File: src/verilog/mix_seq_pkg.sv
// constants and register map of the mix cycle sequencer
// Overview of operation
// - start, time initial mix, dose pre-wet
// - flag pre-wet done on own output
// - dry mix, main water, wet mix, then done
// - reset input returns sequence to standby
// - recipe inputs decoded binary, BCD or one-hot
// - nonzero binder timeout holds dry mix
// - binder timer from start raises alarm
// - percentage mode: additive high past threshold
// - percent reference: calculated or previous total
// - water mode: additive follows any dosing
// - legacy mode: additive high in main water
// - all-cycle mode: additive high start to done
// - two-step: split main water, repeat dry
// - average sensor at end of dry mix
// - second calibration when reading exceeds average
package mix_seq_pkg;
  localparam int CLK_HZ = 40_000_000;
  localparam logic [7:0] ADR_CTRL = 8'h00;
  localparam logic [7:0] ADR_TIMES = 8'h04;
  localparam logic [7:0] ADR_WATER = 8'h08;
  localparam logic [7:0] ADR_PCT = 8'h0c;
  localparam logic [7:0] ADR_STATUS = 8'h10;
  localparam logic [7:0] ADR_COUNT = 8'h14;
  localparam logic [7:0] ADR_CAL = 8'h18;
  localparam logic [9:0] CTRL_RST = 10'h000;
  localparam logic [31:0] TIMES_RST = 32'h0000_0000;
  localparam logic [31:0] WATER_RST = 32'h0000_0000;
  localparam logic [6:0] PCT_RST = 7'h00;
  localparam int FMT_LSB = 0;
  localparam int MODE_LSB = 2;
  localparam int TWO_STEP_BIT = 4;
  localparam int ALARM_DIS_BIT = 5;
  localparam int CALC_BIT = 6;
  localparam int AVG_LSB = 7;
  localparam logic [1:0] FMT_BIN = 2'h0;
  localparam logic [1:0] FMT_BCD = 2'h1;
  localparam logic [1:0] FMT_ONEHOT = 2'h2;
  typedef enum logic [1:0] {
    ADD_PCT = 2'h0,
    ADD_WATER = 2'h1,
    ADD_LEGACY = 2'h2,
    ADD_ALL = 2'h3
  } additive_mode_e;
  localparam logic [15:0] PCT_SCALE = 16'h0064;
endpackage

File: src/verilog/avg_if.sv
// carrier between sequencer and sensor averager
`timescale 1ns/1ps
`default_nettype none
interface avg_if;
  logic start;
  logic tick;
  logic [2:0] shift;
  logic [15:0] sample;
  logic done;
  logic [15:0] result;
  modport seq (output start, tick, shift, sample, input done, result);
  modport avg (input start, tick, shift, sample, output done, result);
endinterface
`default_nettype wire

File: src/verilog/sensor_avg.sv
// averages 2**shift sensor samples taken on second ticks
`timescale 1ns/1ps
`default_nettype none
module sensor_avg (
  input wire logic i_clk,
  input wire logic i_rst_n,
  avg_if.avg bus
);
  typedef struct packed {
    logic busy;
    logic [7:0] cnt;
    logic [22:0] acc;
    logic done;
    logic [15:0] result;
  } avg_s;
  avg_s r;
  avg_s next_r;
  logic [7:0] total;
  always_comb begin
    next_r = r;
    next_r.done = 1'b0;
    total = 8'(9'h001 << bus.shift);
    if (bus.start) begin
      next_r.busy = 1'b1;
      next_r.cnt = 8'h00;
      next_r.acc = 23'h000000;
    end else if (r.busy && r.cnt == total) begin
      next_r.busy = 1'b0;
      next_r.done = 1'b1;
      next_r.result = 16'(r.acc >> bus.shift);
    end else if (r.busy && bus.tick) begin
      next_r.cnt = r.cnt + 8'h01;
      next_r.acc = r.acc + 23'(bus.sample);
    end
  end
  always_ff @(posedge i_clk or negedge i_rst_n) begin
    if (!i_rst_n) begin
      r <= '0;
    end else begin
      r <= next_r;
    end
  end
  assign bus.done = r.done;
  assign bus.result = r.result;
endmodule
`default_nettype wire

File: src/verilog/mix_cycle_sequencer.sv
// mix cycle sequencer with wishbone registers
//
// Decided for this implementation: the placing of the registers and the Wishbone register port.
`timescale 1ns/1ps
`default_nettype none
module mix_cycle_sequencer
  import mix_seq_pkg::*;
#(
  parameter int SEC_CYCLES = CLK_HZ
) (
  input wire logic i_clk,
  input wire logic i_rst_n,
  input wire logic i_wb_cyc,
  input wire logic i_wb_stb,
  input wire logic i_wb_we,
  input wire logic [7:0] i_wb_adr,
  input wire logic [3:0] i_wb_sel,
  input wire logic [31:0] i_wb_dat,
  output logic o_wb_ack,
  output logic [31:0] o_wb_dat,
  input wire logic i_start,
  input wire logic i_seq_reset,
  input wire logic i_binder_loaded,
  input wire logic i_water_pulse,
  input wire logic [7:0] i_recipe_sel,
  input wire logic [15:0] i_sensor,
  output logic o_prewet_done,
  output logic o_batch_done,
  output logic o_additive,
  output logic o_water_valve,
  output logic o_binder_alarm,
  output logic o_cal2_active,
  output logic [7:0] o_recipe
);
  typedef enum logic [8:0] {
    ST_IDLE = 9'h001,
    ST_INIT_MIX = 9'h002,
    ST_PREWET = 9'h004,
    ST_WAIT_BINDER = 9'h008,
    ST_DRY_MIX = 9'h010,
    ST_AVERAGING = 9'h020,
    ST_MAIN_WATER = 9'h040,
    ST_WET_MIX = 9'h080,
    ST_DONE = 9'h100
  } state_e;
  typedef struct packed {
    state_e st;
    logic [27:0] s1;
    logic [27:0] s2;
    logic [1:0] s3;
    logic [31:0] sec_cnt;
    logic tick;
    logic [7:0] ph_s;
    logic [7:0] bind_s;
    logic bind_seen;
    logic step2;
    logic have2;
    logic avg_go;
    logic [15:0] wcnt;
    logic [15:0] last_total;
    logic [9:0] ctrl;
    logic [31:0] times;
    logic [31:0] water;
    logic [6:0] pct;
    logic [15:0] avg1;
    logic [15:0] avg2;
    logic prewet_done;
    logic batch_done;
    logic additive;
    logic valve;
    logic alarm;
    logic cal2;
    logic [7:0] recipe;
    logic ack;
    logic [31:0] dat;
  } seq_s;
  seq_s r;
  seq_s next_r;
  avg_if avg ();
  sensor_avg u_avg (
    .i_clk(i_clk),
    .i_rst_n(i_rst_n),
    .bus(avg)
  );
  function automatic logic [7:0] decode_recipe(input logic [1:0] fmt,
                                               input logic [7:0] v);
    logic [7:0] res;
    res = 8'h00;
    if (fmt == FMT_BIN) begin
      res = v;
    end else if (fmt == FMT_BCD) begin
      if (v[7:4] < 4'ha && v[3:0] < 4'ha) begin
        res = {4'h0, v[7:4]} * 8'h0a + {4'h0, v[3:0]};
      end
    end else if (fmt == FMT_ONEHOT) begin
      for (int i = 7; i >= 0; i--) begin
        if (v[i]) begin
          res = 8'(i + 1);
        end
      end
    end
    return res;
  endfunction
  function automatic logic [31:0] merge(input logic [31:0] old,
                                        input logic [31:0] val,
                                        input logic [3:0] sel);
    logic [31:0] res;
    for (int i = 0; i < 4; i++) begin
      res[i*8 +: 8] = sel[i] ? val[i*8 +: 8] : old[i*8 +: 8];
    end
    return res;
  endfunction
  logic start_rise;
  logic pulse_rise;
  logic seq_rst;
  logic binder_in;
  logic [15:0] sensor;
  logic [7:0] init_s;
  logic [7:0] dry_s;
  logic [7:0] wet_s;
  logic [7:0] bind_tmo;
  logic [15:0] prewet_amt;
  logic [15:0] main_amt;
  logic [15:0] ref_total;
  logic split_hit;
  logic pct_hit;
  logic req;
  always_comb begin
    start_rise = r.s2[0] && !r.s3[0];
    pulse_rise = r.s2[3] && !r.s3[1];
    seq_rst = r.s2[1];
    binder_in = r.s2[2];
    sensor = r.s2[27:12];
    init_s = r.times[7:0];
    dry_s = r.times[15:8];
    wet_s = r.times[23:16];
    bind_tmo = r.times[31:24];
    prewet_amt = r.water[15:0];
    main_amt = r.water[31:16];
    ref_total = r.ctrl[CALC_BIT] ? main_amt : r.last_total;
    split_hit = 23'(r.wcnt) * 23'(PCT_SCALE) >=
                23'(main_amt) * 23'(r.pct);
    pct_hit = 23'(r.wcnt) * 23'(PCT_SCALE) >=
              23'(ref_total) * 23'(r.pct);
    req = i_wb_cyc && i_wb_stb && !r.ack;
    next_r = r;
    next_r.s1 = {i_sensor, i_recipe_sel, i_water_pulse,
                 i_binder_loaded, i_seq_reset, i_start};
    next_r.s2 = r.s1;
    next_r.s3 = {r.s2[3], r.s2[0]};
    next_r.tick = r.sec_cnt == 32'(SEC_CYCLES - 1);
    next_r.sec_cnt = next_r.tick ? 32'h0 : r.sec_cnt + 32'h1;
    next_r.avg_go = 1'b0;
    next_r.recipe = decode_recipe(r.ctrl[FMT_LSB +: 2], r.s2[11:4]);
    if (r.st != ST_IDLE && r.st != ST_DONE && pulse_rise) begin
      next_r.wcnt = r.wcnt + 16'h1;
    end
    if (r.st != ST_IDLE && binder_in) begin
      next_r.bind_seen = 1'b1;
    end
    if (r.st != ST_IDLE && r.st != ST_DONE && !r.bind_seen) begin
      if (r.tick && r.bind_s != 8'hff) begin
        next_r.bind_s = r.bind_s + 8'h1;
      end
      if (bind_tmo != 8'h00 && r.bind_s >= bind_tmo &&
          !r.ctrl[ALARM_DIS_BIT]) begin
        next_r.alarm = 1'b1;
      end
    end
    if (r.tick) begin
      next_r.ph_s = r.ph_s + 8'h1;
    end
    unique case (r.st)
      ST_IDLE: begin
        if (start_rise) begin
          next_r.st = ST_INIT_MIX;
          next_r.ph_s = 8'h00;
          next_r.bind_s = 8'h00;
          next_r.bind_seen = 1'b0;
          next_r.step2 = 1'b0;
          next_r.have2 = 1'b0;
        end
      end
      ST_INIT_MIX: begin
        if (r.ph_s >= init_s) begin
          next_r.st = ST_PREWET;
          next_r.wcnt = 16'h0;
        end
      end
      ST_PREWET: begin
        if (r.wcnt >= prewet_amt) begin
          next_r.st = ST_WAIT_BINDER;
          next_r.prewet_done = 1'b1;
        end
      end
      ST_WAIT_BINDER: begin
        if (bind_tmo == 8'h00 || r.bind_seen) begin
          next_r.st = ST_DRY_MIX;
          next_r.ph_s = 8'h00;
        end
      end
      ST_DRY_MIX: begin
        if (r.ph_s >= dry_s) begin
          next_r.st = ST_AVERAGING;
          next_r.avg_go = 1'b1;
        end
      end
      ST_AVERAGING: begin
        if (avg.done) begin
          next_r.st = ST_MAIN_WATER;
          if (r.step2) begin
            next_r.avg2 = avg.result;
            next_r.have2 = 1'b1;
          end else begin
            next_r.avg1 = avg.result;
            next_r.wcnt = 16'h0;
          end
        end
      end
      ST_MAIN_WATER: begin
        if (r.ctrl[TWO_STEP_BIT] && !r.step2 && split_hit) begin
          next_r.st = ST_DRY_MIX;
          next_r.step2 = 1'b1;
          next_r.ph_s = 8'h00;
        end else if (r.wcnt >= main_amt) begin
          next_r.st = ST_WET_MIX;
          next_r.last_total = r.wcnt;
          next_r.ph_s = 8'h00;
        end
      end
      ST_WET_MIX: begin
        if (r.ph_s >= wet_s) begin
          next_r.st = ST_DONE;
          next_r.batch_done = 1'b1;
        end
      end
      ST_DONE: begin
      end
    endcase
    if (seq_rst) begin
      next_r.st = ST_IDLE;
      next_r.prewet_done = 1'b0;
      next_r.batch_done = 1'b0;
      next_r.bind_s = 8'h00;
      next_r.bind_seen = 1'b0;
      next_r.alarm = 1'b0;
      next_r.avg_go = 1'b0;
    end
    next_r.valve = next_r.st == ST_PREWET || next_r.st == ST_MAIN_WATER;
    unique case (additive_mode_e'(r.ctrl[MODE_LSB +: 2]))
      ADD_PCT: next_r.additive = next_r.st == ST_MAIN_WATER &&
                                 pct_hit;
      ADD_WATER: next_r.additive = next_r.valve;
      ADD_LEGACY: next_r.additive = next_r.st == ST_MAIN_WATER;
      ADD_ALL: next_r.additive = next_r.st != ST_IDLE &&
                                 next_r.st != ST_DONE;
    endcase
    next_r.cal2 = r.ctrl[TWO_STEP_BIT] && r.have2 &&
                  sensor > r.avg2;
    next_r.ack = req;
    next_r.dat = 32'h0;
    if (r.ack && i_wb_cyc && i_wb_stb && i_wb_we) begin
      unique case (i_wb_adr)
        ADR_CTRL: next_r.ctrl = 10'(merge(32'(r.ctrl), i_wb_dat, i_wb_sel));
        ADR_TIMES: next_r.times = merge(r.times, i_wb_dat, i_wb_sel);
        ADR_WATER: next_r.water = merge(r.water, i_wb_dat, i_wb_sel);
        ADR_PCT: next_r.pct = 7'(merge(32'(r.pct), i_wb_dat, i_wb_sel));
        default: begin
        end
      endcase
    end else if (req && !i_wb_we) begin
      unique case (i_wb_adr)
        ADR_CTRL: next_r.dat = 32'(r.ctrl);
        ADR_TIMES: next_r.dat = r.times;
        ADR_WATER: next_r.dat = r.water;
        ADR_PCT: next_r.dat = 32'(r.pct);
        ADR_STATUS: next_r.dat = {12'h0, r.step2, r.alarm, r.bind_seen,
                                  r.recipe, r.st};
        ADR_COUNT: next_r.dat = {r.wcnt, r.last_total};
        ADR_CAL: next_r.dat = {r.avg2, r.avg1};
        default: next_r.dat = 32'h0;
      endcase
    end
  end
  always_ff @(posedge i_clk or negedge i_rst_n) begin
    if (!i_rst_n) begin
      r <= '0;
      r.st <= ST_IDLE;
      r.ctrl <= CTRL_RST;
      r.times <= TIMES_RST;
      r.water <= WATER_RST;
      r.pct <= PCT_RST;
    end else begin
      r <= next_r;
    end
  end
  assign avg.start = r.avg_go;
  assign avg.tick = r.tick;
  assign avg.shift = r.ctrl[AVG_LSB +: 3];
  assign avg.sample = sensor;
  assign o_wb_ack = r.ack;
  assign o_wb_dat = r.dat;
  assign o_prewet_done = r.prewet_done;
  assign o_batch_done = r.batch_done;
  assign o_additive = r.additive;
  assign o_water_valve = r.valve;
  assign o_binder_alarm = r.alarm;
  assign o_cal2_active = r.cal2;
  assign o_recipe = r.recipe;
endmodule
`default_nettype wire

File: config.mk
export PLATFORM = sky130hd
export DESIGN_NAME = mix_cycle_sequencer
export DESIGN_NICKNAME = d
export VERILOG_FILES = /design/src/verilog/mix_seq_pkg.sv /design/src/verilog/avg_if.sv /design/src/verilog/sensor_avg.sv /design/src/verilog/mix_cycle_sequencer.sv
export SDC_FILE = /design/constraint.sdc
export NUM_CORES = 1
export LEC_CHECK = 0
export ABC_CLOCK_PERIOD_IN_PS = 7200
export BUFFER_PORTS_ARGS = -buffer_cell sky130_fd_sc_hd__buf_2
export CORE_MARGIN = 3
export CORE_UTILIZATION = 35
export DETAILED_ROUTE_END_ITERATION = 16
export GPL_TIMING_DRIVEN = 0
export MAX_ROUTING_LAYER = met4
export SLEW_MARGIN = 0
export SYNTH_ARGS = -nofsm -noshare
export SYNTH_HDL_FRONTEND = slang
export SYNTH_HIERARCHICAL = 1
export SYNTH_SLANG_ARGS = --single-unit
export TNS_END_PERCENT = 5
File: constraint.sdc
create_clock -name i_clk -period 7.2 [get_ports i_clk]
set_clock_uncertainty 0.2 [all_clocks]
set_input_delay 1.08 -clock i_clk [delete_from_list [all_inputs] [get_ports i_clk]]
set_output_delay 1.08 -clock i_clk [all_outputs]
set_load 0.1 [all_outputs]
### Word-level counts from Yosys, hierarchy flattened

Cells that the tools add are included.

* add/sub/neg operators: 7
* $mul: 4
* magnitude comparators: 11
* equal/unequal tests: 33
* shifts and indexed selects: 2
* multiplexer cells: 67
* bitwise gates (word level): 3
* reductions and logical operators: 69

Operator list (number)
* case mux 32 bit (7 select lines): 1
* 2-to-1 mux 8 bit: 17
* 2-to-1 mux 32 bit: 4
* 2-to-1 mux 9 bit: 12
* 2-to-1 mux 16 bit: 5
* case mux 9 bit (8 select lines): 1
* 2-to-1 mux 31 bit: 2
* >= comparator 23 bit: 2
* multiplier 16 x 7 -> 23 bit: 2
* AND reduction 3 bit: 15
* 2-to-1 mux 17 bit: 2
* adder 32 x 1 -> 32 bit (second input constant): 1
* == test 32 x 26 -> 1 bit (second input constant): 1
* >= comparator 16 bit: 2
* >= comparator 8 bit: 4
* case mux 16 bit (2 select lines): 1
* adder 8 x 1 -> 8 bit (second input constant): 3
* == test 8 x 5 -> 1 bit (second input constant): 3
* logical AND 1 bit: 24
* case mux 8 bit (3 select lines): 1
* adder 23 x 16 -> 23 bit: 1
* >> shifter 23 x 3 -> 16 bit: 1
* multiplier 16 x 5 -> 21 bit (second input constant): 1
* nonzero test 2 bit: 10
* 38 further kinds: 80

* register bits: 361
* input bits: 77
* output and inout bits: 47
* logic and storage cells: 237

### Depth between registers and ports, before layout

Gate-level depths: netlist of the first run.

* depth in word-level cells: 11
* depth in mapped cells: 33
* gate-level depth less buffers: 32

### Hierarchy

Netlist of the first run, hierarchy kept.

By module, submodules not included
* mix_cycle_sequencer: times used 1, cells each 2540, area an instance 24363.4 um^2
* sensor_avg: times used 1, cells each 393, area an instance 3751.1 um^2

### Worst setup path after synthesis of the first run

OpenSTA, ideal clock, no wires.

* kind: flip-flop to flip-flop
* from: reg r[156] in the netlist's numbering
* to: reg r, in the netlist o_additive
* library setup time: 0.082 ns
* arrival time: 6.918 ns
* setup slack: 0.000 ns
* cell stages (with the launch flop): 30
* cells stage by stage: dfrtp_1 > clkbuf_1 > clkbuf_1 > mux2_2 > and2_1 > fa_1 > inv_1 > fa_1 > fa_1 > inv_1 > fa_1 > ha_1 > nand2_1 > o21ai_0 > o41ai_1 > o211ai_1 > a31oi_1 > nand2_1 > o311a_1 > a21o_1 > a21oi_1 > xor2_1 > ha_1 > nand4_1 > or2_2 > o21ai_0 > o2111ai_1 > nor4_1 > a21oi_1 > a31oi_1

RTL lines
* from (decl): line mix_cycle_sequencer.sv:77 `seq_s r;`
* from (signal assigned): line mix_cycle_sequencer.sv:294 `r <= next_r;`

==> impl_metrics.toml, run 1 <==
[outcome]
violations = "negative setup slack"
status = "finished with violations"

[route]
routedWlPerCell_um = 20.3
ant_nets = 0
route.vias.total = 22200
first_pass_iters = 5
drt-total-wl_mm = 85.5
drc = 0
drtIter0Drc = 1596
via_per_inst = 5.27

[synthesis]
postSynth.asyncResetShare_pct = 100
synthFlopType = "dfrtp_1"
ys_seq_elements = 361
ys_seq_area_share_pct = 32.1
synth_edf_count = 0
avgSynthCellArea_um2 = 9.59
ys_types = 86
synth_fp_nets = 3445
syn_area_um2 = 28100
yosysWarnings = 6
syn-instance-count = 2933

[clock_tree]
h-tree-depth = 2
cts_tree = "done"
cts_made_buffers = 39
clk-insertion-delay-late_ps = 560
path_clk_slew_ps = 60
cts-root-buf = "clkbuf_16"
clk_path_buf_depth = 3
cts.sinks = 361

[timing]
tightest_slew_ps = 1290
hold_slack_ps = 144
rsz0062_at_grt = "true"
fin_ws_ps = -313
finalMaxSlewViolations = 0
finalSetupViolCount = 2
min_period_ps = 7510
finalCritPeriodShare_pct = 104
maxSlewHeadroom_pct = 13.5
clock.fmax_ghz = 0.133
finalSetupTns_ps = -358
finalHoldViolCount = 0

[critical_path]
crit_type = "reg -> reg"
rrSetupSlack_ps = -310
r2r-end = "o_additive$_DFF_PN0_"
reg2reg_depth = 28
r2r-start = "r[81]$_DFFE_PN0P_"
crit_path_end_kind = "register"
crit_fanout = 7
crit_slowest_cell = "fa_1"
arrival_ps = 7710
start_kind = "register"
path_common_cell = "fa_1"
cp.required_ps = 7400
cp_slowest_stage_delay_ps = 570

[place]
routabilityCongestion = 0.945
hpwl_mm = 67.1
dpl_cell_area_um2 = 30100
portBuffers = 122

[grt]
use_met1_pct = 27.6
grt-busiest-layer = "met2"
grt_util_met3_pct = 2.57
antenna_found_initial = 4
met2_usage_pct = 33.2
grt_use_total_pct = 20.9
grt_pass1_vias = 22300
gr-total-overflow = 0
grt_max_degree = 116
grt_first_pass_wirelength_mm = 132

[layout]
layout.nets = 3638
synthToLayoutAreaGrowth_pct = 15.3
layout-drive-gt1-share_pct = 16.8
design_area_um2 = 32400
fillers = 7723

[die]
fp-row-count = 103
dieArea_um2 = 83800
die_w_um = 289
fp.coreArea_um2 = 79300
start_util_pct = 35.5
io_pins = 124
die_h_um = 289

[job]
maxCapViolCount = 0

[worst_hold_path]
whs_path_depth = 0
hp-class = "reg -> reg"
worstHoldEndpoint = "r[254]$_DFF_PN0_"
hold_start = "next_r[254]$_DFF_PN0_"

[power]
vdd_ir_drop_max_v = 0.000167
power_density_nw_per_um2 = 167
p_leak_nw = 16.3
## layout make-up
cell class	count	area [um2]	area share [%]
tap	1050	1310	4.05
multi-input combinational	2121	17600	54.3
timing repair buffer	164	996	3.07
antenna	5	12.5	0.0386
sequential	361	9050	27.9
buffer	145	1020	3.16
clock buffer	51	1080	3.34
clock inverter	19	245	0.757
inverter	294	1100	3.40
## report_power, final
part           internal [mW]  leakage, nW  total [mW]  switching (mW)
combinational          0.438         11.1        1.18           0.742
clock                   1.22        0.652        2.10           0.882
sequential              2.07         4.55        2.15          0.0781
total                   3.72         16.3        5.43            1.70
## state kept, by name (all words and copies together), names as in the netlist, 16 cells and up
name,cells
avg.sample,16
main_amt,16
next_r,30
o_wb_dat,32
prewet_amt,16
r,157
u_avg/bus.result,16
u_avg/r,32
## cells by family (layout without fill, tap and decap cells)
family | after synthesis | after routing | synth area share (%)
flops | 361 | 361 | 32.1
xor+xnor | 134 | 134 | 4.17
fa+ha+maj | 435 | 435 | 23.4
compound gates | 516 | 516 | 11.8
simple gates | 879 | 879 | 15.3
buf+inv | 451 | 673 | 6.96
mux | 157 | 157 | 6.29
other cells | 0 | 5 | 0
## synthesized netlist by cell type, types with 9 or more instances
cell / instances / area share (%)
a211oi_1: 9 / 0.24
a21o_1: 47 / 1.3
a21oi_1: 122 / 2.2
a221oi_1: 12 / 0.37
a222oi_1: 11 / 0.39
a22o_1: 17 / 0.53
a22oi_1: 30 / 0.80
a31oi_1: 17 / 0.38
and2_1: 106 / 2.4
and3_1: 17 / 0.38
and4_1: 10 / 0.31
buf_4: 57 / 1.5
clkbuf_1: 85 / 1.1
dfrtp_1: 360 / 32
fa_1: 152 / 11
ha_1: 283 / 13
inv_1: 293 / 3.9
mux2_2: 101 / 4.0
mux2_4: 9 / 0.48
mux2i_1: 45 / 1.6
nand2_1: 320 / 4.3
nand2b_1: 29 / 0.65
nand3_1: 51 / 0.91
nand4_1: 26 / 0.58
nor2_1: 168 / 2.2
nor2b_1: 33 / 0.73
nor3_1: 39 / 0.69
nor4_1: 17 / 0.38
o211ai_1: 17 / 0.45
o21ai_0: 149 / 2.7
o22ai_1: 13 / 0.29
or3_1: 18 / 0.40
xnor2_1: 72 / 2.2
xor2_1: 62 / 1.9
## placed cells by master, fill, tap and decap left out, drive strengths merged, types with 11 or more instances in the layout
cell type	synthesis	layout
a21o	47	47
a21oi	124	124
a221oi	12	12
a222oi	11	11
a22o	17	17
a22oi	30	30
a31oi	17	17
and2	106	106
and3	17	17
buf	72	238
clkbuf	85	122
dfrtp	360	360
fa	152	152
ha	283	283
inv	294	297
mux2	110	110
mux2i	45	45
nand2	320	320
nand2b	29	29
nand3	52	52
nand4	26	26
nor2	168	168
nor2b	33	33
nor3	39	39
nor4	18	18
o211ai	17	17
o21ai	152	152
o22ai	13	13
or3	20	20
xnor2	72	72
xor2	62	62
## through the flow
step	instances	setup slack [ps]	util, %	total power [mW]
6_report	4210	-313	40.9	5.43
5_1_grt	4208	-589	40.9	5.69
4_1_cts	4203	-258	40.7	5.46
3_5_place_dp	4108	-1910	38.0	3.26
3_3_place_gp	4105	-2410	37.9	3.24
2_1_floorplan	2933	0.421	-	2.82
## layer usage
layer  vias to the layer above  part of all wire, %  wire (um)
li1                      10400                    -          -
met3                       147                  5.8       4990
met2                       705                   46      39300
met4                         0                  4.1       3480
met5                         -                    0          0
met1                     11000                   44      37700
## worst max path at each step
| stage | start | endpoint | depth (start not counted) |
|---|---|---|---|
| after floorplan | r[156]$_DFFE_PN0P_ | o_additive$_DFF_PN0_ | 29 |
| after global placement | i_rst_n | o_wb_dat[27]$_DFF_PN0_ | 1 |
| after detailed placement | r[156]$_DFFE_PN0P_ | o_additive$_DFF_PN0_ | 29 |
| after CTS | r[80]$_DFFE_PN0P_ | o_additive$_DFF_PN0_ | 33 |
| after global routing | r[156]$_DFFE_PN0P_ | o_additive$_DFF_PN0_ | 26 |
| final | r[81]$_DFFE_PN0P_ | o_additive$_DFF_PN0_ | 28 |
## worst max-delay path: cells and delay by family (launching register included)
family | cells | cell delay (ps)
flip-flops | 1 | 510
XOR/XNOR | 1 | 170
AO/OA/AOI/OAI | 13 | 2240
AND/OR/NAND/NOR | 6 | 1220
buffers and inverters | 2 | 360
adder cells (fa/ha/maj) | 6 | 2630
## what timing repair did
item                       CTS  global route
pin swaps                   49            33
resized for setup          131            30
setup buffers               37             2
setup endpoints to repair   35            28
hold buffers                 0             0
Power figures use the tool's default switching activity.
==> run 2: changes to the inputs <==
--- a/config.mk
+++ b/config.mk
@@ -5,7 +5,7 @@
 export SDC_FILE = /design/constraint.sdc
 export NUM_CORES = 1
 export LEC_CHECK = 0
-export ABC_CLOCK_PERIOD_IN_PS = 7200
+export ABC_CLOCK_PERIOD_IN_PS = 9500
 export BUFFER_PORTS_ARGS = -buffer_cell sky130_fd_sc_hd__buf_2
 export CORE_MARGIN = 3
 export CORE_UTILIZATION = 35
==> constraint.sdc (replaced) <==
create_clock -name i_clk -period 9.5 [get_ports i_clk]
set_clock_uncertainty 0.2 [all_clocks]
set_input_delay 1.425 -clock i_clk [delete_from_list [all_inputs] [get_ports i_clk]]
set_output_delay 1.425 -clock i_clk [all_outputs]
set_load 0.1 [all_outputs]
==> run 2 against run 1 <==
  * The run now ends clean
  * Die area did not move
  * Clock power fell by 24%
  * Maximum frequency fell by 15%
  * Routed wire length fell by 1.6%
  * Final area fell by 2.9%
  * Largest power group unchanged
==> impl_metrics.toml, run 2 (synthesis results as in run 1) <==
[layout]
layout.nets = 3611
top_register = "r"
final_core_util_pct = 39.7
fin_cells = 4184
design_area_um2 = 31500
largest_reg_flops = 157
fillers = 7837
synthToLayoutAreaGrowth_pct = 12.0
final_cell_mix = "dfrtp_1, nand2_1, inv_1, ha_1, nor2_1"
layout_commonest_cell = "dfrtp_1"
layout-drive-gt1-share_pct = 12.8

[outcome]
status = "completed"

[critical_path]
reg2reg_depth = 29
r2r-start = "r[156]$_DFFE_PN0P_"
start_kind = "register"
crit_path_end_kind = "register"
cp_slowest_stage_delay_ps = 630
rrSetupSlack_ps = 620
cp.required_ps = 9730
path_common_cell = "fa_1"
crit_slowest_cell = "clkbuf_1"
crit_fanout = 10
crit_type = "reg -> reg"
r2r-end = "o_additive$_DFF_PN0_"
arrival_ps = 9110

[route]
ant_nets = 0
routedWlPerCell_um = 20.1
drc = 0
via_per_inst = 5.25
route.vias.total = 22000
first_pass_iters = 7
drt-total-wl_mm = 84.1
drtIter0Drc = 1597

[die]
fp.coreArea_um2 = 79300
die_h_um = 289
start_util_pct = 35.5
dieArea_um2 = 83800
die_w_um = 289
fp-row-count = 103
io_pins = 124

[place]
dpl_cell_area_um2 = 30100
pre_cts_ws_ps = 394
dp.cells = 4108
hpwl_mm = 67.1
routabilityCongestion = 0.945
portBuffers = 122

[worst_hold_path]
worstHoldEndpoint = "r[254]$_DFF_PN0_"
hold_start = "next_r[254]$_DFF_PN0_"
hp-class = "reg -> reg"
whs_path_depth = 0

[timing]
finalSetupTns_ps = 0
hold_slack_ps = 144
maxSlewHeadroom_pct = 15.8
tightest_slew_ps = 1250
finalSetupViolCount = 0
min_period_ps = 8880
rsz0062_at_grt = "false"
fin_ws_ps = 623
clock.fmax_ghz = 0.113
finalCritPeriodShare_pct = 93.4
finalHoldViolCount = 0
finalMaxSlewViolations = 0

[grt]
grt_first_pass_wirelength_mm = 130
gr-total-overflow = 0
antenna_found_initial = 8
grt_pass1_vias = 22100
grt_max_degree = 116
grt_use_total_pct = 20.7

[job]
maxCapViolCount = 0

[clock_tree]
clk_path_buf_depth = 3
h-tree-depth = 2
cts-root-buf = "clkbuf_16"
cts_made_buffers = 39
cts_tree = "done"
path_clk_slew_ps = 60
clk-insertion-delay-late_ps = 560
cts.sinks = 361

[power]
vdd_ir_drop_max_v = 0.000127
power_density_nw_per_um2 = 128
p_leak_nw = 15.9
power_mw = 4.04
## run 2: changes by cell type in the layout (fill, tap and decap cells not counted), moves of 8 or more
cell	before	now
buf_4	96	57
clkbuf_1	60	91
dfrtp_1	346	360
dfrtp_2	14	0
ha_1	272	283
mux2_2	93	101
mux2_4	17	9
## run 2: area by class of cell
cell class / instances / area, um2 / share of cell area, %
Multi-Input combinational cell: 2121 / 17100 / 54.4
Sequential cell: 361 / 9030 / 28.7
Timing Repair Buffer: 125 / 703 / 2.23
Buffer: 157 / 852 / 2.71
Inverter: 294 / 1100 / 3.51
Antenna cell: 6 / 15.0 / 0.0477
Clock buffer: 51 / 1080 / 3.43
Clock inverter: 19 / 245 / 0.779
Tap cell: 1050 / 1310 / 4.17
## run 2: per-layer routing
layer / vias to the layer above / share of wire [%] / global-route usage (%)
met1: 10900 / 44 / 27.5
met3: 157 / 5.8 / 2.38
met5: - / 0 / -
li1: 10300 / - / -
met4: 0 / 4.3 / 7.95
met2: 648 / 46 / 32.5
## run 2: worst max path at each step
stage,start,to,slack [ps]
finish,r[156]$_DFFE_PN0P_,o_additive$_DFF_PN0_,620
global placement,i_rst_n,o_wb_dat[27]$_DFF_PN0_,-460
CTS,r[156]$_DFFE_PN0P_,o_additive$_DFF_PN0_,340
detailed placement,r[156]$_DFFE_PN0P_,o_additive$_DFF_PN0_,390
global route,r[85]$_DFFE_PN0P_,o_additive$_DFF_PN0_,140
floorplan,r[156]$_DFFE_PN0P_,o_additive$_DFF_PN0_,2300
## run 2: repair_timing
item	CTS	global route
hold buffers	0	0
setup endpoints to repair	0	1
gates resized for setup	0	1
buffers inserted	0	0
## run 2: report_power, final
| part | internal (mW) | leakage [nW] | switching [mW] |
|---|---|---|---|
| Combinational | 0.300 | 10.7 | 0.524 |
| Sequential | 1.57 | 4.56 | 0.0579 |
| Clock | 0.923 | 0.652 | 0.670 |
| Total | 2.79 | 15.9 | 1.25 |
## run 2: critical path, delay by kind of cell (launching register included)
family	cells	cell delay, ps
and+or+nand+nor	6	950
xor gates and xnor gates	1	290
AOI/OAI and AO/OA	11	2720
muxes	1	510
adders and majority gates	6	2590
buffers and inverters	4	1130
DFF	1	360
==> run 3: changes to the inputs <==
--- a/config.mk
+++ b/config.mk
@@ -5,16 +5,16 @@
 export SDC_FILE = /design/constraint.sdc
 export NUM_CORES = 1
 export LEC_CHECK = 0
-export ABC_CLOCK_PERIOD_IN_PS = 9500
+export ABC_CLOCK_PERIOD_IN_PS = 9750
 export BUFFER_PORTS_ARGS = -buffer_cell sky130_fd_sc_hd__buf_2
 export CORE_MARGIN = 3
 export CORE_UTILIZATION = 35
+export CTS_CLUSTER_SIZE = 14
 export DETAILED_ROUTE_END_ITERATION = 16
 export GPL_TIMING_DRIVEN = 0
 export MAX_ROUTING_LAYER = met4
 export SLEW_MARGIN = 0
 export SYNTH_ARGS = -nofsm -noshare
 export SYNTH_HDL_FRONTEND = slang
-export SYNTH_HIERARCHICAL = 1
 export SYNTH_SLANG_ARGS = --single-unit
 export TNS_END_PERCENT = 5
==> constraint.sdc (replaced) <==
create_clock -name i_clk -period 9.75 [get_ports i_clk]
set_clock_uncertainty 0.2 [all_clocks]
set_input_delay 1.4625 -clock i_clk [delete_from_list [all_inputs] [get_ports i_clk]]
set_output_delay 1.4625 -clock i_clk [all_outputs]
set_load 0.1 [all_outputs]
==> run 3 against run 2 <==
  * Area after synthesis fell by 0.68%
  * Sequential power barely moved
  * Hold slack improved by 2.4 ps
  * Combinational power fell by 1%
  * Global-route usage rose by 0.41 points
  * Setup slack got worse by 26 ps
  * Critical endpoint unchanged
  * Largest cell class unchanged
==> impl_metrics.toml, run 3 <==
[timing]
finalSetupViolCount = 0
finalMaxSlewViolations = 0
maxSlewHeadroom_pct = 37.2
clock.fmax_ghz = 0.109
tightest_slew_ps = 930
rsz0062_at_grt = "false"
finalCritPeriodShare_pct = 93.9
fin_ws_ps = 597
min_period_ps = 9150
finalSetupTns_ps = 0
finalHoldViolCount = 0

[synthesis]
synth_fp_nets = 3417
yosys-top-cells-count = "dfrtp_1, nand2_1, inv_1"
synthFlopType = "dfrtp_1"
ys_seq_area_share_pct = 32.4
synth_top_area_cell = "dfrtp_1"
syn_area_um2 = 27900
postSynth.asyncResetShare_pct = 100
synth_edf_count = 0
syn-instance-count = 2904
ys_seq_elements = 361
synth.most_common_cell = "dfrtp_1"
netlist_top_cells_area = "dfrtp_1, ha_1, fa_1, mux2_2, nand2_1"
avgSynthCellArea_um2 = 9.62
yosysWarnings = 0
ys_types = 85
yosysTopAreaCellShare_pct = 32.3

[power]
p_leak_nw = 15.5
power_mw = 3.90
p_sw_mw = 1.20
vdd_ir_drop_max_v = 0.000123
switching_share_pct = 30.8
pwr-share-comb_pct = 20.9
power_density_nw_per_um2 = 125
intPower_mw = 2.70
pwr-share-clk_pct = 38.4
seq_power_share_pct = 40.8

[place]
portBuffers = 122
routabilityCongestion = 0.985
dpl_cell_area_um2 = 29900
dp.cells = 4069
hpwl_mm = 67.8
pre_cts_ws_ps = 620

[critical_path]
crit_buf_inv = 4
start_kind = "register"
crit_path_end_kind = "register"
reg2reg_depth = 29
path_delay_family = "compound AO/OA/AOI/OAI gates"
crit_slowest_cell = "fa_1"
path_common_cell = "fa_1"
arrival_ps = 9410
cp.required_ps = 10010
cp_num_cells = 29
crit_type = "reg -> reg"
crit_fanout = 10
cp_slowest_stage_delay_ps = 580

[route]
first_pass_iters = 6
route.vias.total = 22000
wl_met2_mm = 38.3
drt-total-wl_mm = 85.4
drc = 0
drtIter0Drc = 1785
top_layer = "met4"
ant_nets = 0
met3_wirelength_mm = 6.17
routedWlPerCell_um = 20.6
m1WireLength_mm = 38.0
via_per_inst = 5.32

[worst_hold_path]
whs_path_depth = 0
hp-class = "reg -> reg"

[die]
die_h_um = 288
dieArea_um2 = 83200
die_w_um = 288
fp-row-count = 102
fp.coreArea_um2 = 78200
start_util_pct = 35.7
io_pins = 124

[grt]
gr-total-overflow = 0
grt_max_degree = 116
grt_use_total_pct = 21.1
antenna_found_initial = 14
grt_pass1_vias = 21300
grt_first_pass_wirelength_mm = 130

[job]
maxCapViolCount = 0

[layout]
final_cell_mix = "dfrtp_1, nand2_1, inv_1, ha_1, nor2_1"
synthToLayoutAreaGrowth_pct = 11.8
top_register = "r"
design_area_um2 = 31200
layout-drive-gt1-share_pct = 12.7
fillers = 7776
layout_commonest_cell = "dfrtp_1"
fin_cells = 4147
layout.nets = 3583
largest_reg_flops = 157

[clock_tree]
clk-insertion-delay-late_ps = 580
cts_setup_buffers = 0
cts-hold-fix-buffers = 0
path_clk_slew_ps = 60
cts.sinks = 361
cts-root-buf = "clkbuf_16"
clk_path_buf_depth = 3
cts_tree = "done"
h-tree-depth = 2
cts_resized = 0
cts_made_buffers = 39

[outcome]
status = "completed"
-- run 3: cell count changes after synthesis, moves of 17 or more --
cell and delta:
o21ai_0 -27, nor2_1 +38, a22oi_1 -22, mux2_2 +29, nand3_1 +17, nand2_1 -23
-- run 3: final timing paths --
check                      slack, ps                  start                       to
max in group asynchronous       7430                i_rst_n         r[223]$_DFF_PN0_
min in group asynchronous        550                i_rst_n   o_wb_dat[22]$_DFF_PN0_
max reg2reg                      600      r[85]$_DFFE_PN0P_     o_additive$_DFF_PN0_
min                              150  next_r[267]$_DFF_PN0_  avg.sample[8]$_DFF_PN0_
min reg2reg                      150  next_r[267]$_DFF_PN0_  avg.sample[8]$_DFF_PN0_
max                              600      r[85]$_DFFE_PN0P_     o_additive$_DFF_PN0_
-- run 3: kinds of logic after synthesis --
kind of cell	Yosys count	synth area share (%)
AOI/OAI and AO/OA	463	10.7
xor gates and xnor gates	129	4.05
adders and majority gates	436	23.6
buffers and inverters	435	6.43
DFF	361	32.4
muxes	171	7.08
and+or+nand+nor	909	15.7
-- run 3: power groups by stage --
stage               clock, mW  sequential, mW  combinational [mW]
finish                   1.50            1.59               0.814
global route             1.59            1.59               0.900
CTS                      1.53            1.59               0.806
detailed placement          0            1.62               0.797
global placement            0            1.62               0.787
floorplan                   0            1.59               0.490
-- run 3: through the flow --
step | hold slack, ps | util (%)
floorplan | 131 | -
global placement | 133 | 38.1
detailed placement | 135 | 38.3
CTS | 147 | 39.9
global route | 152 | 39.9
finish | 146 | 39.9
-- run 3: layout make-up --
cell class	count	area [um2]	share of cell area [%]
Multi-Input combinational cell	2108	17100	54.8
Sequential cell	361	9030	28.9
Tap cell	1040	1300	4.17
Clock buffer	56	1110	3.56
Inverter	286	1070	3.44
Buffer	149	723	2.32
Timing Repair Buffer	125	703	2.25
Clock inverter	13	154	0.493
Antenna cell	9	22.5	0.0722
-- run 3: metal layers --
layer | vias to the layer above | track usage [%]
li1 | 10200 | -
met1 | 10900 | 29.0
met2 | 768 | 32.2
met3 | 161 | 3.31
met4 | 0 | 6.08
met5 | - | -
